--- src/core/embi_pkg.sv ---
package embi_pkg;
    // Register byte offsets
    localparam logic [3:0] OFF_CONFIG  = 4'h0;
    localparam logic [3:0] OFF_STATUS  = 4'h4;
    localparam logic [3:0] OFF_REQUEST = 4'h8;
    localparam logic [3:0] OFF_DATA    = 4'hc;

    // Configuration bit positions
    localparam int CFG_DYN_WIDTH = 1;
    localparam int CFG_ADDR_ADV  = 2;
    localparam int CFG_WR_LOW    = 3;
    localparam int CFG_HI_WRITE  = 4;
    localparam int CFG_RST_OUT   = 5;
    localparam logic [7:0] CONFIG_RESET = 8'h00;

    // Request register bit positions
    localparam int REQ_GO    = 0;
    localparam int REQ_WRITE = 1;
    localparam int REQ_FETCH = 2;
    localparam int REQ_WORD  = 3;

    // On-chip ROM window
    localparam logic [15:0] ROM_LOW  = 16'h2000;
    localparam logic [15:0] ROM_HIGH = 16'h9fff;
    localparam logic [15:0] NMI_VECTOR = 16'h203e;

    typedef enum logic [2:0] {
        EMBI_IDLE  = 3'b000,
        EMBI_ADDR  = 3'b001,
        EMBI_DATA  = 3'b010,
        EMBI_END   = 3'b011,
        EMBI_HOLD  = 3'b100
    } embi_state_t;
endpackage : embi_pkg

--- src/core/embi_top.sv ---
// Contract
// - Clock output toggles at half oscillator rate
// - Dynamic width: pin chooses 16 or 8 bit
// - Dynamic width off: every cycle 8 bit
// - Rising event input vectors to fixed location
// - Fetch kind high for instruction reads
// - Fetch kind only during external access
// - Select high keeps ROM range internal
// - Select input feeds programming mode entry
// - Strobe is latch enable or address valid
// - Address valid returns high at cycle end
// - Read strobe only in external reads
// - Write pin: every write or even byte
// - High enable low for upper byte writes
// - High write low for odd byte writes
// - Ready low stretches the cycle
// - Ready ignored outside external access
// - Reset pin input, optional open drain pull
// - Hold granted after bus released
// - Bus request while cycle pending
//
// Our own choices: the Wishbone slave port and the placing of the registers.
module embi_top (
    // System
    input  wire logic        clk_i,
    input  wire logic        rst_i,
    // Wishbone slave
    input  wire logic        wb_cyc_i,
    input  wire logic        wb_stb_i,
    input  wire logic        wb_we_i,
    input  wire logic [3:0]  wb_adr_i,
    input  wire logic [3:0]  wb_sel_i,
    input  wire logic [31:0] wb_dat_i,
    output logic      [31:0] wb_dat_o,
    output logic             wb_ack_o,
    // Pins in
    input  wire logic        bus_width_i,
    input  wire logic        ready_i,
    input  wire logic        nmi_i,
    input  wire logic        onchip_rom_select_i,
    input  wire logic        prog_pin_i,
    input  wire logic        reset_pin_i,
    input  wire logic        hold_req_i,
    input  wire logic [15:0] ad_i,
    // Pins out
    output logic             clock_output_o,
    output logic             addr_strobe_o,
    output logic             read_low_o,
    output logic             write_low_o,
    output logic             high_pin_o,
    output logic             fetch_kind_flag_o,
    output logic             bus_hold_grant_o,
    output logic             bus_request_out_o,
    output logic             reset_pin_o,
    output logic             reset_pin_oe_o,
    output logic [15:0]      ad_o,
    output logic [15:0]      ad_oe_o,
    // Core side
    output logic             nmi_vector_o,
    output logic [15:0]      vector_addr_o,
    output logic             prog_mode_o,
    output logic             device_reset_o
);
    typedef struct packed {
        embi_pkg::embi_state_t fsm;
        logic [7:0]  cfg;
        logic [15:0] addr;
        logic [15:0] wdata;
        logic [15:0] rdata;
        logic        wr;
        logic        fetch;
        logic        word;
        logic        wide;
        logic        internal;
        logic        pending;
        logic        dev_rst;
        logic        nmi_last;
        logic        nmi_pulse;
        logic        prog;
        logic [31:0] dat;
        logic        ack;
        logic        as;
        logic        rd_n;
        logic        wr_n;
        logic        hi_n;
        logic        fk;
        logic        grant;
        logic        bus_request_out;
        logic [15:0] ado;
        logic [15:0] adoe;
    } embi_top_t;

    embi_top_t st_reg;
    embi_top_t st_next;

    logic [4:0] pin_lvl;
    logic       bw_s;
    logic       rdy_s;
    logic       nmi_s;
    logic       hold_s;
    logic       rst_s;

    embi_sync #(.WIDTH(5)) u_sync (
        .clk_i   (clk_i),
        .rst_i   (rst_i),
        // Reset pin inverted so the synchroniser's cleared state means idle
        .async_i ({bus_width_i, ready_i, nmi_i, hold_req_i, !reset_pin_i}),
        .level_o (pin_lvl)
    );
    assign {bw_s, rdy_s, nmi_s, hold_s, rst_s} = pin_lvl;

    embi_clkdiv u_clk (
        .clk_i          (clk_i),
        .rst_i          (rst_i),
        .clock_output_o (clock_output_o)
    );

    function automatic logic in_rom(input logic [15:0] a);
        in_rom = (a >= embi_pkg::ROM_LOW) && (a <= embi_pkg::ROM_HIGH);
    endfunction : in_rom

    function automatic logic [7:0] merge8(input logic [7:0] old, input logic [7:0] nw,
                                          input logic en);
        merge8 = en ? nw : old;
    endfunction : merge8

    logic wb_req;
    logic adv_mode;
    assign wb_req   = wb_cyc_i && wb_stb_i && !st_reg.ack;
    assign adv_mode = st_reg.cfg[embi_pkg::CFG_ADDR_ADV];

    always_comb
    begin
        st_next     = st_reg;
        st_next.ack = wb_req;
        st_next.dev_rst = rst_s;
        // Event input edge after synchroniser
        st_next.nmi_last  = nmi_s;
        st_next.nmi_pulse = nmi_s && !st_reg.nmi_last;
        // Programming mode needs select low and the program pin
        st_next.prog = !onchip_rom_select_i && prog_pin_i;

        if (wb_req)
        begin
            case (wb_adr_i)
                embi_pkg::OFF_CONFIG:  st_next.dat = {24'h0, st_reg.cfg};
                embi_pkg::OFF_STATUS:  st_next.dat = {26'h0, st_reg.prog, st_reg.wide,
                                                      st_reg.internal, st_reg.grant,
                                                      st_reg.pending, st_reg.fsm != 3'b000};
                embi_pkg::OFF_REQUEST: st_next.dat = {12'h0, st_reg.word, st_reg.fetch,
                                                      st_reg.wr, 1'b0, st_reg.addr};
                embi_pkg::OFF_DATA:    st_next.dat = {st_reg.rdata, st_reg.wdata};
                default:               st_next.dat = 32'h0;
            endcase
            if (wb_we_i)
            begin
                case (wb_adr_i)
                    embi_pkg::OFF_CONFIG:
                        st_next.cfg = merge8(st_reg.cfg, wb_dat_i[7:0], wb_sel_i[0]);
                    embi_pkg::OFF_REQUEST:
                    begin
                        // New request ignored while one is pending
                        if (!st_reg.pending && wb_sel_i[0] && wb_dat_i[embi_pkg::REQ_GO])
                        begin
                            st_next.pending = 1'b1;
                            st_next.wr      = wb_dat_i[embi_pkg::REQ_WRITE];
                            st_next.fetch   = wb_dat_i[embi_pkg::REQ_FETCH];
                            st_next.word    = wb_dat_i[embi_pkg::REQ_WORD];
                            st_next.addr    = wb_dat_i[31:16];
                        end
                    end
                    embi_pkg::OFF_DATA:
                    begin
                        st_next.wdata[7:0]  = merge8(st_reg.wdata[7:0], wb_dat_i[7:0],
                                                     wb_sel_i[0]);
                        st_next.wdata[15:8] = merge8(st_reg.wdata[15:8], wb_dat_i[15:8],
                                                     wb_sel_i[1]);
                    end
                    default: ;
                endcase
            end
        end

        st_next.bus_request_out = st_next.pending;
        case (st_reg.fsm)
            embi_pkg::EMBI_IDLE:
            begin
                st_next.as   = adv_mode;
                st_next.rd_n = 1'b1;
                st_next.wr_n = 1'b1;
                st_next.hi_n = 1'b1;
                st_next.fk   = 1'b0;
                st_next.adoe = 16'h0;
                if (hold_s)
                begin
                    st_next.fsm   = embi_pkg::EMBI_HOLD;
                    st_next.grant = 1'b1;
                end
                else if (st_reg.pending)
                begin
                    st_next.internal = onchip_rom_select_i && in_rom(st_reg.addr);
                    // Width chosen per cycle when dynamic width is on
                    st_next.wide = st_reg.cfg[embi_pkg::CFG_DYN_WIDTH] && bw_s;
                    if (onchip_rom_select_i && in_rom(st_reg.addr))
                    begin
                        st_next.pending = 1'b0;
                        st_next.rdata   = 16'hffff;
                    end
                    else
                    begin
                        st_next.fsm  = embi_pkg::EMBI_ADDR;
                        st_next.as   = !adv_mode;
                        st_next.ado  = st_reg.addr;
                        st_next.adoe = 16'hffff;
                        st_next.fk   = st_reg.fetch && !st_reg.wr;
                    end
                end
            end
            embi_pkg::EMBI_ADDR:
            begin
                st_next.fsm = embi_pkg::EMBI_DATA;
                // Latch enable drops, address valid stays low all cycle
                st_next.as  = 1'b0;
                if (st_reg.wr)
                begin
                    st_next.ado  = st_reg.wide ? st_reg.wdata
                                              : {st_reg.wdata[7:0], st_reg.wdata[7:0]};
                    st_next.wr_n = st_reg.cfg[embi_pkg::CFG_WR_LOW] ? st_reg.addr[0] : 1'b0;
                    st_next.hi_n = st_reg.cfg[embi_pkg::CFG_HI_WRITE]
                                 ? !(st_reg.addr[0] || (st_reg.word && st_reg.wide))
                                 : !(st_reg.wide && (st_reg.word || st_reg.addr[0]));
                end
                else
                begin
                    st_next.adoe = 16'h0;
                    st_next.rd_n = 1'b0;
                end
            end
            embi_pkg::EMBI_DATA:
            begin
                // Waits only here, so ready has no effect elsewhere
                if (rdy_s)
                begin
                    st_next.fsm = embi_pkg::EMBI_END;
                    if (!st_reg.wr)
                    begin
                        st_next.rdata = st_reg.wide ? ad_i : {8'h0, ad_i[7:0]};
                    end
                    st_next.rd_n = 1'b1;
                    st_next.wr_n = 1'b1;
                    st_next.hi_n = 1'b1;
                end
            end
            embi_pkg::EMBI_END:
            begin
                st_next.fsm     = embi_pkg::EMBI_IDLE;
                st_next.as      = adv_mode;
                st_next.fk      = 1'b0;
                st_next.adoe    = 16'h0;
                st_next.pending = 1'b0;
                st_next.bus_request_out    = 1'b0;
            end
            embi_pkg::EMBI_HOLD:
            begin
                if (!hold_s)
                begin
                    st_next.fsm   = embi_pkg::EMBI_IDLE;
                    st_next.grant = 1'b0;
                end
            end
            default: st_next.fsm = embi_pkg::EMBI_IDLE;
        endcase
    end

    always_ff @(posedge clk_i)
    begin
        if (rst_i)
        begin
            st_reg      <= '0;
            st_reg.cfg  <= embi_pkg::CONFIG_RESET;
            st_reg.rd_n <= 1'b1;
            st_reg.wr_n <= 1'b1;
            st_reg.hi_n <= 1'b1;
        end
        else
        begin
            st_reg <= st_next;
        end
    end

    assign wb_dat_o          = st_reg.dat;
    assign wb_ack_o          = st_reg.ack;
    assign addr_strobe_o     = st_reg.as;
    assign read_low_o        = st_reg.rd_n;
    assign write_low_o       = st_reg.wr_n;
    assign high_pin_o        = st_reg.hi_n;
    assign fetch_kind_flag_o = st_reg.fk;
    assign bus_hold_grant_o  = st_reg.grant;
    assign bus_request_out_o = st_reg.bus_request_out;
    assign ad_o              = st_reg.ado;
    assign ad_oe_o           = st_reg.adoe;
    assign nmi_vector_o      = st_reg.nmi_pulse;
    assign vector_addr_o     = embi_pkg::NMI_VECTOR;
    assign prog_mode_o       = st_reg.prog;
    // Software pull via config bit; reset pin level resets the device
    assign reset_pin_o       = 1'b0;
    assign reset_pin_oe_o    = st_reg.cfg[embi_pkg::CFG_RST_OUT];
    assign device_reset_o    = st_reg.dev_rst;

    a_read_only_ext: assert property (@(posedge clk_i) disable iff (rst_i)
        !read_low_o |-> st_reg.fsm == embi_pkg::EMBI_DATA && !st_reg.wr)
        else $error("read strobe outside external read");
    a_write_only_ext: assert property (@(posedge clk_i) disable iff (rst_i)
        !write_low_o |-> st_reg.fsm == embi_pkg::EMBI_DATA && st_reg.wr)
        else $error("write strobe outside external write");
    a_fetch_in_access: assert property (@(posedge clk_i) disable iff (rst_i)
        fetch_kind_flag_o |-> st_reg.fsm != embi_pkg::EMBI_IDLE)
        else $error("fetch flag outside access");
    a_narrow_when_static: assert property (@(posedge clk_i) disable iff (rst_i)
        st_reg.fsm == embi_pkg::EMBI_DATA && !st_reg.cfg[embi_pkg::CFG_DYN_WIDTH]
        |-> !st_reg.wide)
        else $error("wide cycle without dynamic width");
    a_wait_on_ready: assert property (@(posedge clk_i) disable iff (rst_i)
        st_reg.fsm == embi_pkg::EMBI_DATA && !rdy_s |=> st_reg.fsm == embi_pkg::EMBI_DATA)
        else $error("cycle ended without ready");
    a_adv_end_high: assert property (@(posedge clk_i) disable iff (rst_i)
        st_reg.fsm == embi_pkg::EMBI_END && adv_mode |=> addr_strobe_o)
        else $error("address valid not high after cycle");
    a_rom_stays_in: assert property (@(posedge clk_i) disable iff (rst_i)
        st_reg.fsm == embi_pkg::EMBI_ADDR |-> !st_reg.internal)
        else $error("internal access went external");
    a_nmi_pulse_edge: assert property (@(posedge clk_i) disable iff (rst_i)
        nmi_vector_o |-> $past(nmi_s) && !$past(st_reg.nmi_last))
        else $error("vector pulse without rising edge");
    a_grant_no_bus: assert property (@(posedge clk_i) disable iff (rst_i)
        bus_hold_grant_o |-> ad_oe_o == 16'h0 && read_low_o && write_low_o)
        else $error("grant while driving bus");
endmodule : embi_top

--- src/core/embi_sync.sv ---
module embi_sync #(
    parameter int WIDTH = 1
) (
    input  wire logic             clk_i,
    input  wire logic             rst_i,
    input  wire logic [WIDTH-1:0] async_i,
    output logic      [WIDTH-1:0] level_o
);
    typedef struct packed {
        logic [WIDTH-1:0] s1;
        logic [WIDTH-1:0] s2;
        logic [WIDTH-1:0] s3;
        logic [WIDTH-1:0] lvl;
    } embi_sync_t;

    embi_sync_t st_reg;
    embi_sync_t st_next;

    always_comb
    begin
        st_next    = st_reg;
        st_next.s1 = async_i;
        st_next.s2 = st_reg.s1;
        st_next.s3 = st_reg.s2;
        // A change counts once stages two and three agree
        for (int i = 0; i < WIDTH; i++)
        begin
            if (st_reg.s2[i] == st_reg.s3[i])
            begin
                st_next.lvl[i] = st_reg.s3[i];
            end
        end
    end

    always_ff @(posedge clk_i)
    begin
        if (rst_i)
        begin
            st_reg <= '0;
        end
        else
        begin
            st_reg <= st_next;
        end
    end

    assign level_o = st_reg.lvl;
endmodule : embi_sync

--- src/core/embi_clkdiv.sv ---
module embi_clkdiv (
    input  wire logic clk_i,
    input  wire logic rst_i,
    output logic      clock_output_o
);
    typedef struct packed {
        logic half;
    } embi_clkdiv_t;

    embi_clkdiv_t st_reg;
    embi_clkdiv_t st_next;

    always_comb
    begin
        st_next      = st_reg;
        st_next.half = ~st_reg.half;
    end

    always_ff @(posedge clk_i)
    begin
        if (rst_i)
        begin
            st_reg <= '0;
        end
        else
        begin
            st_reg <= st_next;
        end
    end

    assign clock_output_o = st_reg.half;

    a_clock_half_rate: assert property (@(posedge clk_i) disable iff (rst_i)
        $past(rst_i) == 1'b0 |-> clock_output_o != $past(clock_output_o))
        else $error("clock output did not toggle");
endmodule : embi_clkdiv

--- config.mk ---
export PLATFORM = sky130hd
export DESIGN_NAME = embi_top
export DESIGN_NICKNAME = d
export VERILOG_FILES = /design/src/core/embi_pkg.sv /design/src/core/embi_top.sv /design/src/core/embi_sync.sv /design/src/core/embi_clkdiv.sv
export SDC_FILE = /design/constraint.sdc
export NUM_CORES = 1
export LEC_CHECK = 0
export ABC_AREA = 1
export BUFFER_PORTS_ARGS = -buffer_cell sky130_fd_sc_hd__buf_2
export CAP_MARGIN = 20
export CORE_MARGIN = 2
export CORE_UTILIZATION = 54
export CTS_CLUSTER_SIZE = 40
export DETAILED_ROUTE_END_ITERATION = 10
export GPL_ROUTABILITY_DRIVEN = 0
export PLACE_DENSITY_LB_ADDON = 0.1
export SLEW_MARGIN = 15
export SYNTH_ARGS = -nofsm -noshare
export SYNTH_HDL_FRONTEND = slang
export SYNTH_SLANG_ARGS = --single-unit
export TNS_END_PERCENT = 30
--- constraint.sdc ---
create_clock -name clk_i -period 1.6 [get_ports clk_i]
set_input_delay 0.32 -clock clk_i [delete_from_list [all_inputs] [get_ports clk_i]]
set_output_delay 0.32 -clock clk_i [all_outputs]
set_load 0.01 [all_outputs]
Word level (Yosys, flattened, before mapping)
Cells that the tools add are included.

word-level totals
  flip-flop bits (word level) = 162
  input port bits = 68
  output and inout port bits = 94
  word-level logic and storage cells = 156

operators by class
  order comparisons = 2
  equal/unequal tests = 24
  multiplexer cells = 47
  bitwise operators = 2
  reduce and logical (&&, ||, !) cells = 45

operator list
  operator                                               count
  two-way mux 16 bit                                     9
  case mux 32 bit (4 select lines)                       1
  two-way mux 32 bit                                     3
  case mux 16 bit (2 select lines)                       2
  case mux 16 bit (3 select lines)                       1
  AND reduction 4 bit                                    5
  two-way mux 1 bit                                      18
  two-way mux 3 bit                                      6
  >= comparator 16 x 14 -> 1 bit, second input constant  1
  <= comparator 16 bit, second input constant            1
  != test 2 bit, second input constant                   8
  logical AND 1 bit                                      12
  case mux 3 bit (4 select lines)                        1
  AND reduction 3 bit                                    4
  zero test 1 bit                                        9
  case mux 3 bit (3 select lines)                        1
  nonzero test 3 bit                                     3
  == test 4 bit, second input constant                   2
  nonzero test 2 bit                                     4
  == test 3 x 2 -> 1 bit, second input constant          2
  != test 3 x 2 -> 1 bit, second input constant          2
  case mux 1 bit (2 select lines)                        3
  AND reduction 6 bit                                    1
  == test 1 bit                                          5
  other kinds (13)                                       16

Logic depth before layout (Yosys ltp)
Gate-level depths: netlist of run 1.

  depth in word-level cells = 11
  depth in mapped cells = 10
  mapped depth without buffers = 9

Cells and area by module
A second synthesis of run 1 with hierarchy kept.

unflattened totals
  cell total of the unflattened synthesis = 920
  area total of the unflattened synthesis = 6800.3 µm²

modules (own cells, without submodules)
  module       times used  cells an instance  area an instance (µm²)  seq. area each (µm²)
  embi_top     1           845                6130.9                  2522.4
  embi_sync    1           73                 645.6                   400.4
  embi_clkdiv  1           2                  23.8                    20.0

Worst setup path after synthesis of run 1
No wires, ideal clock.

  path type = input to register
  start point = input wb_cyc_i
  end point = register st_reg[114] (netlist name)
  setup time = 0.128 ns
  data arrival time = 1.278 ns
  required time = 1.472 ns
  slack = 0.194 ns
  stages on the path = 8
  buffers on the path = 1
  path through = nand2_1 > nor2_1 > inv_2 > nor2_1 > nand2_1 > clkbuf_1 > o21ai_0 > a21oi_1

on the way
  longest elaborated chain between the ends = 3

RTL lines
  element                          RTL line         source
  start, declared                  embi_top.sv:28   input wire logic wb_cyc_i,
  logical AND 1 bit (2 in series)  embi_top.sv:129  assign wb_req = wb_cyc_i && wb_stb_i && !st_reg.ack;
  AND reduction 4 bit (no line)    n/a
  end signal, assigned             embi_top.sv:287  st_reg <= st_next;
  end, declared                    embi_top.sv:93   embi_top_t st_reg;

No other way between the ends.
A chain may end at the register's enable or synchronous reset.

Worst setup path after layout of run 1
  start point = register st_reg[128] (netlist name)
  end point = register st_reg[97] (netlist name)

on the way
  longest elaborated chain between the ends = 5
  elaborated cells between the ends (all ways) = 6
  those cells by class = order compare: 2; eq/ne: 1; reduce/logical: 3

RTL lines
  element                                                                 RTL line         source
  >= comparator 16 x 14 -> 1 bit or <= comparator 16 bit (tied branches)  embi_top.sv:119  in_rom = (a >= embi_pkg::ROM_LOW) && (a <= embi_pkg::ROM_HIGH);
  logical AND 1 bit (*)                                                   embi_top.sv:119
  logical AND 1 bit (*)                                                   embi_top.sv:204  if (onchip_rom_select_i && in_rom(st_reg.addr))
  != test 2 bit (no line) (*)                                             n/a
  AND reduction 6 bit (no line) (*)                                       n/a

Mark *: on every way between the ends. The rest lies on a longest branch, timed or not.

==> run metrics, run 1 <==
H-tree levels=4; Cell Chain, Critical Path=o21ai_0 > nand3_1 > nand2_1 > buf_12 > nand3_1 > nand2_1 > nor2_1; status=finished clean; worst vdd ir=0.000716 V; Max Fclk=0.664 GHz; Reg2Reg Depth=7; synth unique cells=32; Worst setup SP type=flop; Setup Buffers After CTS=0; clock sink count=147; max FFs per register=64; # setup viols final=0; worst-path maximum fanout=32; fin cells=1,231; Reg clk slew, reported paths=roughly 0.06 ns; TNS Setup=0 ns; min cycle time layout=1.51 ns; diode count=0; Site Rows=41; initial antenna violation count=0; synthesized cell area=around 6900 um^2; Worst Hold Path Cells=2; Crit Path Class=reg -> reg; CTS root buffer=clkbuf_16; synth top area cells=dfxtp_1 43%, nand2_1 11%, buf_4 9.2%, a21oi_1 7.3%, nor2_1 6.4%; Post-synth EDFFs=0; Mean Syn Cell Area=7.19 um^2; IO Port Bufs=142; post-synth top area cell=dfxtp_1; Vias=a little over 6,000; remaining global-route overflow=0; via-per-instance ratio=roughly 5.0; dpl cells=1,198; Final Hold Viols=0; PD cells=1110 nW/um^2; signal arrival time at the worst endpoint=1.82 ns; top-count cell post-synth=nand2_1; main flop type after synthesis=dfxtp_1; LEAKAGE=between 3 and 4 nW; Layout area overhead=16.5%; CP max stage cell=dfxtp_1; register area share after synthesis=0.428; dpl ws=-0.116 ns; Longest Clk Path Bufs=2; WL final=17.3 mm; Post-synth top cells=197 x nand2_1, 147 x dfxtp_1, 117 x nor2_1; first drt pass iteration count=5; Min-Delay Path Class=in -> reg; setup ws final=0.0949 ns; Clk Latency, worst-skew pair=0.42 ns; share of cells above drive strength 1=0.235; Worst Skew=0.00480 ns; max incr delay on CP=~0.33 ns; post-synthesis async set-or-reset flop share=0; CTS Buf Count=17; Max-cap violations=0; Final Slew Violations=0; number of global-route vias before repair=5,502; die width=117 um; first-pass GRT wire length=about 27 mm; nets=1,115; IO Pins=162; final core utilization=0.640; Worst setup EP type=flop; Total GRT Usage=0.260; CTS tree=yes; RSZ-0062 raised after global routing=no; pin count of the biggest net entering global routing=65; Die Footprint=13,700 um^2; DRC Markers=0; synthesized flop and latch total=about 150; Starting Density=0.550; initial drt markers=516; share of the synthesized area in the top cell type=0.428; Die Y=between 100 and 150 um; Routed Antenna Nets=0; warnings from Yosys=0; Syn Inst Count=roughly 960; Core Region=12,500 um^2; routed length per placed instance=roughly 14 um; DP HPWL=12.2 mm; Final Cycle Share=0.941; WP data required=roughly 1.9 ns
[layout by cell type (no fill, tap or decap), types with 5 or more instances in the layout]
| cell | instances |
|---|---|
| clkbuf_16 | 17 |
| a21oi_1 | 100 |
| clkinv_2 | 6 |
| o22ai_1 | 9 |
| buf_4 | 34 |
| nor2_2 | 5 |
| inv_2 | 7 |
| buf_12 | 8 |
| inv_1 | 79 |
| nor2_1 | 116 |
| o21ai_0 | 65 |
| dfxtp_1 | 143 |
| nand2_1 | 196 |
| nand3_1 | 45 |
| conb_1 | 17 |
| o211ai_1 | 10 |
| buf_2 | 142 |
| nand3b_1 | 16 |
[final cells by class]
class                   count  area, um^2
multi-input cells         608        2840
flip-flops and latches    147        2950
repair buffers            184        1130
inverters                  89         337
clock buffers              21         470
well taps                 172         215
fillers                  1231        4500
clock inverters            10        83.8
[cells by family after synthesis]
group / after synthesis / share of synthesized area
simple gates: 397 / 0.249
buf+inv: 219 / 0.175
compound gates: 192 / 0.148
flops: 147 / 0.428
other cells: 2 / 0.00109
[path summary, 6_finish.rpt]
kind	startpoint	end	slack (ns)
worst max register to register	st_reg[128]	st_reg[97]	0.09
worst max-delay path	st_reg[128]	st_reg[97]	0.09
worst min-delay path	reset_pin_i	u_sync.st_next[10]	0.04
worst min register to register	st_reg[74]	nmi_vector_o	0.40
[critical path: cells and delay by family (launching register included)]
family | cells | cell delay [ns]
compound gates | 1 | 0.28
buf+inv | 1 | 0.21
flops | 1 | 0.33
simple gates | 5 | 0.57
[where the power goes]
group | total [W] | internal [W] | switching [W]
sequential | 0.00388 | 0.00380 | 0.0000743
clock | 0.00373 | 0.00223 | 0.00149
combinational | 0.00129 | 0.000471 | 0.000818
total | 0.00890 | 0.00651 | 0.00239
[per-layer routing]
layer	GRT usage	vias up	wire [um]
met1	0.339	2741	7790
met4	0.122	0	500
met5	0	-	0
li1	-	3143	-
met3	0.0494	39	995
met2	0.417	216	7990
[what timing repair did]
action | in CTS | in global routing
pin swaps | 1 | 0
hold buffers | 0 | 0
gates cloned | 2 | 0
setup endpoints to repair | 24 | 35
gates resized for setup | 4 | 7
[per-stage QoR]
| stage | hold slack, ns | power, W | instance area (um^2) |
|---|---|---|---|
| after floorplan | 0.374 | 0.00496 | 6940 |
| after global placement | 0.387 | 0.00518 | 7410 |
| after detailed placement | 0.384 | 0.00519 | 7410 |
| after CTS | 0.0220 | 0.00895 | 8000 |
| after global routing | 0.0353 | 0.00927 | 8020 |
| final | 0.0358 | 0.00890 | 8020 |
(Power assumes the default switching activity.)
==> run 2: changes to the inputs <==
--- a/config.mk
+++ b/config.mk
@@ -14,6 +14,7 @@
 export DETAILED_ROUTE_END_ITERATION = 10
 export GPL_ROUTABILITY_DRIVEN = 0
 export PLACE_DENSITY_LB_ADDON = 0.1
+export REMOVE_ABC_BUFFERS = 1
 export SLEW_MARGIN = 15
 export SYNTH_ARGS = -nofsm -noshare
 export SYNTH_HDL_FRONTEND = slang
==> run metrics, run 2 (synthesis results as in run 1) <==
status=finished clean; Routed Antenna Nets=0 (unchanged); RSZ-0062 raised after global routing=yes; Die Footprint=13,700 um^2 (unchanged); post-CTS sizing=0 (-4); commonest non-fill, non-tap cell in the layout=nand2_1; number of global-route vias before repair=5,551 (+0.89%); most frequent cells in the layout=197 x nand2_1, 143 x dfxtp_1, 142 x buf_2; CTS Buf Count=17 (unchanged); CTS root buffer=clkbuf_16; worst vdd ir=0.000799 V (+12%); crit-path leading delay family=simple AND/OR/NAND/NOR gates; routed length per placed instance=13.9 um (-0.75%); max incr delay on CP=0.30 ns (-0.03 ns); WP data required=1.91 ns (about the same); clock sink count=147 (unchanged); Worst setup SP type=flop; GRT Max-Usage Layer=met2; Pwr Total=0.00898 W (+0.95%); initial antenna violation count=4 (+4); Worst Skew=0.00793 ns (+0.00313 ns); worst hold start=reset_pin_i; Max Fclk=0.666 GHz (+0.29%); Worst setup EP type=flop; LEAKAGE=3.58 nW (-0.13%); Crit Path Class=reg -> reg; Clk Latency, worst-skew pair=0.43 ns (about the same); first-pass GRT wire length=27.5 mm (+1.6%); number of hold buffers added after cts=0 (unchanged); CTS tree=yes; min cycle time layout=1.50 ns (-0.00429 ns); Setup Buffers After CTS=0 (unchanged); remaining global-route overflow=0 (unchanged); Die Y=117 um (unchanged); worst path bufs/invs=3 (+2); Site Rows=41 (unchanged); DRC Markers=0 (unchanged); IO Port Bufs=142 (unchanged); Reg2Reg Depth=8 (+1); Worst Hold Path Cells=2 (unchanged); Core Region=12,500 um^2 (unchanged); PD cells=1120 nW/um^2 (+1.1%); # setup viols final=0 (unchanged); Endpoint, Worst Hold=u_sync.st_next[10]; RR Startpoint=wb_ack_o; R2R Path End=st_reg[110]; Layout area overhead=16.4%; grt met3 use=0.0829 (+0.0335); worst-path maximum fanout=16 (-50%); IO Pins=162 (unchanged); die width=117 um (unchanged); H-tree levels=4 (unchanged); max FFs per register=64 (unchanged); Starting Density=0.550 (unchanged); first drt pass iteration count=5 (unchanged); WL final=17.1 mm (-0.83%); Max-cap violations=0 (unchanged); pin count of the biggest net entering global routing=65 (unchanged); cell repeated most along the worst path=buf_4; Final Hold Viols=0 (unchanged); nets=1,111 (-0.36%); global-route track usage on met2=0.428 (+0.0104); initial drt markers=323 (-37%); Cell Chain, Critical Path=nor2_1 > buf_4 > inv_2 > buf_4 > nor2_2 > nand3_4 > o21ai_0 > a21oi_1; DP HPWL=11.7 mm (-4.3%); Vias=6,067 (-1.2%); TNS Setup=0 ns (unchanged); signal arrival time at the worst endpoint=1.81 ns (about the same); Total GRT Usage=0.260 (about the same); Longest Clk Path Bufs=2 (unchanged); met1 GRT Util=0.330 (-0.00925); Reg2Reg Setup Slack=0.1 ns (about the same); Final Cycle Share=0.938 (-0.00268); via-per-instance ratio=4.93 (-1.1%); share of cells above drive strength 1=0.225 (-0.00975); Reg clk slew, reported paths=0.06 ns (about the same); Min-Delay Path Class=in -> reg; CP max stage cell=dfxtp_1; Final Slew Violations=0 (unchanged)
[run 2: cell count changes in the layout (fill, tap and decap cells not counted), sizes merged]
| cell | before | now |
|---|---|---|
| clkbuf | 21 | 28 |
| clkinv | 9 | 5 |
| buf | 184 | 182 |
| diode | 0 | 2 |
| nand3 | 50 | 48 |
| clkinvlp | 2 | 1 |
| inv | 87 | 86 |
[run 2: how the worst max path moves through the flow]
stage / depth (start not counted) / from / endpoint
2_1_floorplan: 8 / wb_cyc_i / bus_request_out_o
3_3_place_gp: 10 / wb_cyc_i / st_reg[110]
3_5_place_dp: 9 / wb_adr_i[2] / st_reg[107]
4_1_cts: 8 / wb_ack_o / st_reg[107]
5_1_grt: 8 / wb_ack_o / st_reg[126]
6_report: 8 / wb_ack_o / st_reg[110]
[run 2: metal layers]
metal  up-vias  share of wire
met5         -        0.00064
li1       3131              -
met3        21          0.067
met2       172           0.47
met4         2          0.013
met1      2741           0.45
[run 2: layout make-up]
cell class	count	area (um^2)
fillers	1236	4510
repair buffers	182	1140
inverters	89	340
multi-input cells	606	2800
clock inverters	4	45.0
diodes	2	5.00
clock buffers	28	517
well taps	172	215
flip-flops and latches	147	2950
[run 2: power breakdown]
group / internal [W] / switching, W
logic: 0.000494 / 0.000812
clock network: 0.00234 / 0.00146
registers: 0.00380 / 0.0000705
total: 0.00664 / 0.00234
[run 2: metrics by stage]
stage / util / cell area, um^2 / hold slack, ns / instances / setup slack, ns
2_1_floorplan: - / 6070 / 0.374 / 842 / -1.03
3_3_place_gp: 0.593 / 7420 / 0.386 / 1196 / -0.0255
3_5_place_dp: 0.593 / 7420 / 0.390 / 1196 / -0.104
4_1_cts: 0.638 / 7980 / 0.0304 / 1228 / 0.0148
5_1_grt: 0.639 / 8000 / 0.0347 / 1229 / -0.00631
6_report: 0.640 / 8010 / 0.0456 / 1230 / 0.0992
[run 2: worst reg2reg max path: stages (launching register included)]
cell and delay, ns:
dfxtp_1 0.30, nor2_1 0.10, buf_4 0.13, inv_2 0.04
buf_4 0.14, nor2_2 0.16, nand3_4 0.21, o21ai_0 0.24
a21oi_1 0.06
==> run 3: changes to the inputs <==
--- a/config.mk
+++ b/config.mk
@@ -9,7 +9,7 @@
 export BUFFER_PORTS_ARGS = -buffer_cell sky130_fd_sc_hd__buf_2
 export CAP_MARGIN = 20
 export CORE_MARGIN = 2
-export CORE_UTILIZATION = 54
+export CORE_UTILIZATION = 40
 export CTS_CLUSTER_SIZE = 40
 export DETAILED_ROUTE_END_ITERATION = 10
 export GPL_ROUTABILITY_DRIVEN = 0
==> constraint.sdc (replaced) <==
create_clock -name clk_i -period 1.6 [get_ports clk_i]
set_input_delay 0.32 -clock clk_i [delete_from_list [all_inputs] [get_ports clk_i]]
set_output_delay 0.32 -clock clk_i [all_outputs]
set_load 0.005 [all_outputs]
==> run metrics, run 3 (synthesis results as in run 1) <==
status=finished clean; most frequent cells in the layout=197 x nand2_1, 143 x dfxtp_1, 142 x buf_2; diode count=0 (-2); crit-path leading delay family=simple AND/OR/NAND/NOR gates; CTS root buffer=clkbuf_16; Clk Latency, worst-skew pair=0.42 ns (about the same); Vias=5,995 (-1.2%); worst path bufs/invs=2 (-1); initial drt markers=270 (-16%); fillers=1,758 (+42%); max FFs per register=64 (unchanged); RSZ-0062 raised after global routing=no; CTS Buf Count=17 (unchanged); Longest Clk Path Bufs=2 (unchanged); die width=135 um (+16%); Worst Skew=0.00731 ns (-0.000616 ns); Max-cap violations=0 (unchanged); first drt pass iteration count=4 (-1); cell repeated most along the worst path=nor2_4; CTS tree=yes; Worst setup SP type=flop; Final Cycle Share=0.925 (-0.0133); Layout area overhead=20.3%; Worst Hold Path Cells=2 (unchanged); DP HPWL=13.1 mm (+12%); Hold Slack=0.0425 ns (-0.00312 ns); max incr delay on CP=0.36 ns (+0.06 ns); via-per-instance ratio=4.64 (-5.9%); critical path depth=9 (+1); Starting Density=0.412 (-0.138); initial antenna violation count=0 (-4); Site Rows=47 (+15%); Worst setup EP type=flop; Cell Area, Placed=7610 um^2 (+2.5%); Cell Chain, Critical Path=nor2_4 > nand2_4 > inv_4 > nand2_1 > nand2_2 > nor2_4 > clkbuf_16 > a21oi_1 > nor2_1; routed length per placed instance=14.2 um (+2.0%); number of global-route vias before repair=5,515 (-0.65%); worst vdd ir=0.000754 V (-5.7%); Core Region=16,700 um^2 (+33%); Total GRT Usage=0.205 (-0.0550); share of cells above drive strength 1=0.238 (+0.0125); H-tree levels=4 (unchanged); signal arrival time at the worst endpoint=1.79 ns (-0.02 ns); Max Fclk=0.676 GHz (+1.4%); Min-Delay Path Class=in -> reg; IO Port Bufs=142 (unchanged); pin count of the biggest net entering global routing=65 (unchanged); LEAKAGE=3.70 nW (+3.4%); DRC Markers=0 (unchanged); worst-path maximum fanout=16 (unchanged); first-pass GRT wire length=28.9 mm (+5.0%); Reg clk slew, reported paths=0.06 ns (about the same); CP max stage cell=dfxtp_2; Die Footprint=18,300 um^2 (+34%); Setup Buffers After CTS=0 (unchanged); Reg2Reg Depth=9 (+1); remaining global-route overflow=0 (unchanged); PD cells=1150 nW/um^2 (+2.9%); min cycle time layout=1.48 ns (-0.0214 ns); Routed Antenna Nets=0 (unchanged); WL final=18.4 mm (+7.2%); Final Hold Viols=0 (unchanged); nets=1,127 (+1.4%); WP data required=1.91 ns (about the same); Finished Cell Area=8270 um^2 (+3.4%); IO Pins=162 (unchanged); # setup viols final=0 (unchanged); commonest non-fill, non-tap cell in the layout=nand2_1; Die Y=135 um (+16%); Crit Path Class=reg -> reg; TNS Setup=0 ns (unchanged); Final Slew Violations=0 (unchanged); clock sink count=147 (unchanged)
[run 3: cell count changes in the layout (fill, tap and decap cells not counted), moves of 2 or more]
cell | previous run | this run
buf_4 | 30 | 44
bufinv_16 | 1 | 5
clkbuf_1 | 6 | 4
clkbuf_8 | 5 | 1
diode_2 | 2 | 0
o21ai_0 | 65 | 62
o21ai_1 | 2 | 5
[run 3: routing by layer]
metal  track usage  routed length (um)
met5             0                   0
met4        0.0752                 288
met3        0.0453                 966
met2         0.321                8470
met1         0.277                8640
[run 3: worst register-to-register path: cells and delay by family, from the launching register on]
| kind | cells | cell delay, ns |
|---|---|---|
| flops | 1 | 0.36 |
| compound gates | 1 | 0.14 |
| buf+inv | 2 | 0.29 |
| simple gates | 6 | 0.58 |
[run 3: area by class of cell]
type | instances | area, um^2 | share of cell area
clock buffer | 22 | 454 | 0.0549
clock inverter | 10 | 180 | 0.0218
inverter | 89 | 337 | 0.0407
multi-input combinational | 606 | 2790 | 0.337
sequential | 147 | 2950 | 0.357
tap | 220 | 275 | 0.0333
timing repair buffer | 198 | 1290 | 0.155
[run 3: report_power, final]
group	internal, W	total (W)	switching (W)
clock network	0.00280	0.00432	0.00152
registers	0.00380	0.00387	0.0000685
logic	0.000562	0.00136	0.000797
total	0.00716	0.00955	0.00239
[run 3: worst paths after layout]
kind / from / to / slack, ns
worst min-delay path: reset_pin_i / u_sync.st_next[10] / 0.04
worst max register to register: st_reg[138] / st_reg[84] / 0.12
worst min register to register: u_sync.st_next[13] / u_sync.st_next[8] / 0.40
worst max-delay path: st_reg[138] / st_reg[84] / 0.12
[run 3: timing repair]
action | in CTS | in global routing
gates resized for setup | 0 | 9
setup endpoints to repair | 0 | 26
hold buffers | 0 | 0
[run 3: stage by stage]
stage / worst slack [ns] / cells / util / power (W)
6_report: 0.121 / 1292 / 0.495 / 0.00955
5_1_grt: 0.00145 / 1292 / 0.495 / 0.00998
4_1_cts: 0.0253 / 1291 / 0.493 / 0.00964
3_5_place_dp: -0.0512 / 1259 / 0.455 / 0.00528
3_3_place_gp: -0.0191 / 1259 / 0.455 / 0.00528
2_1_floorplan: -1.03 / 842 / - / 0.00461
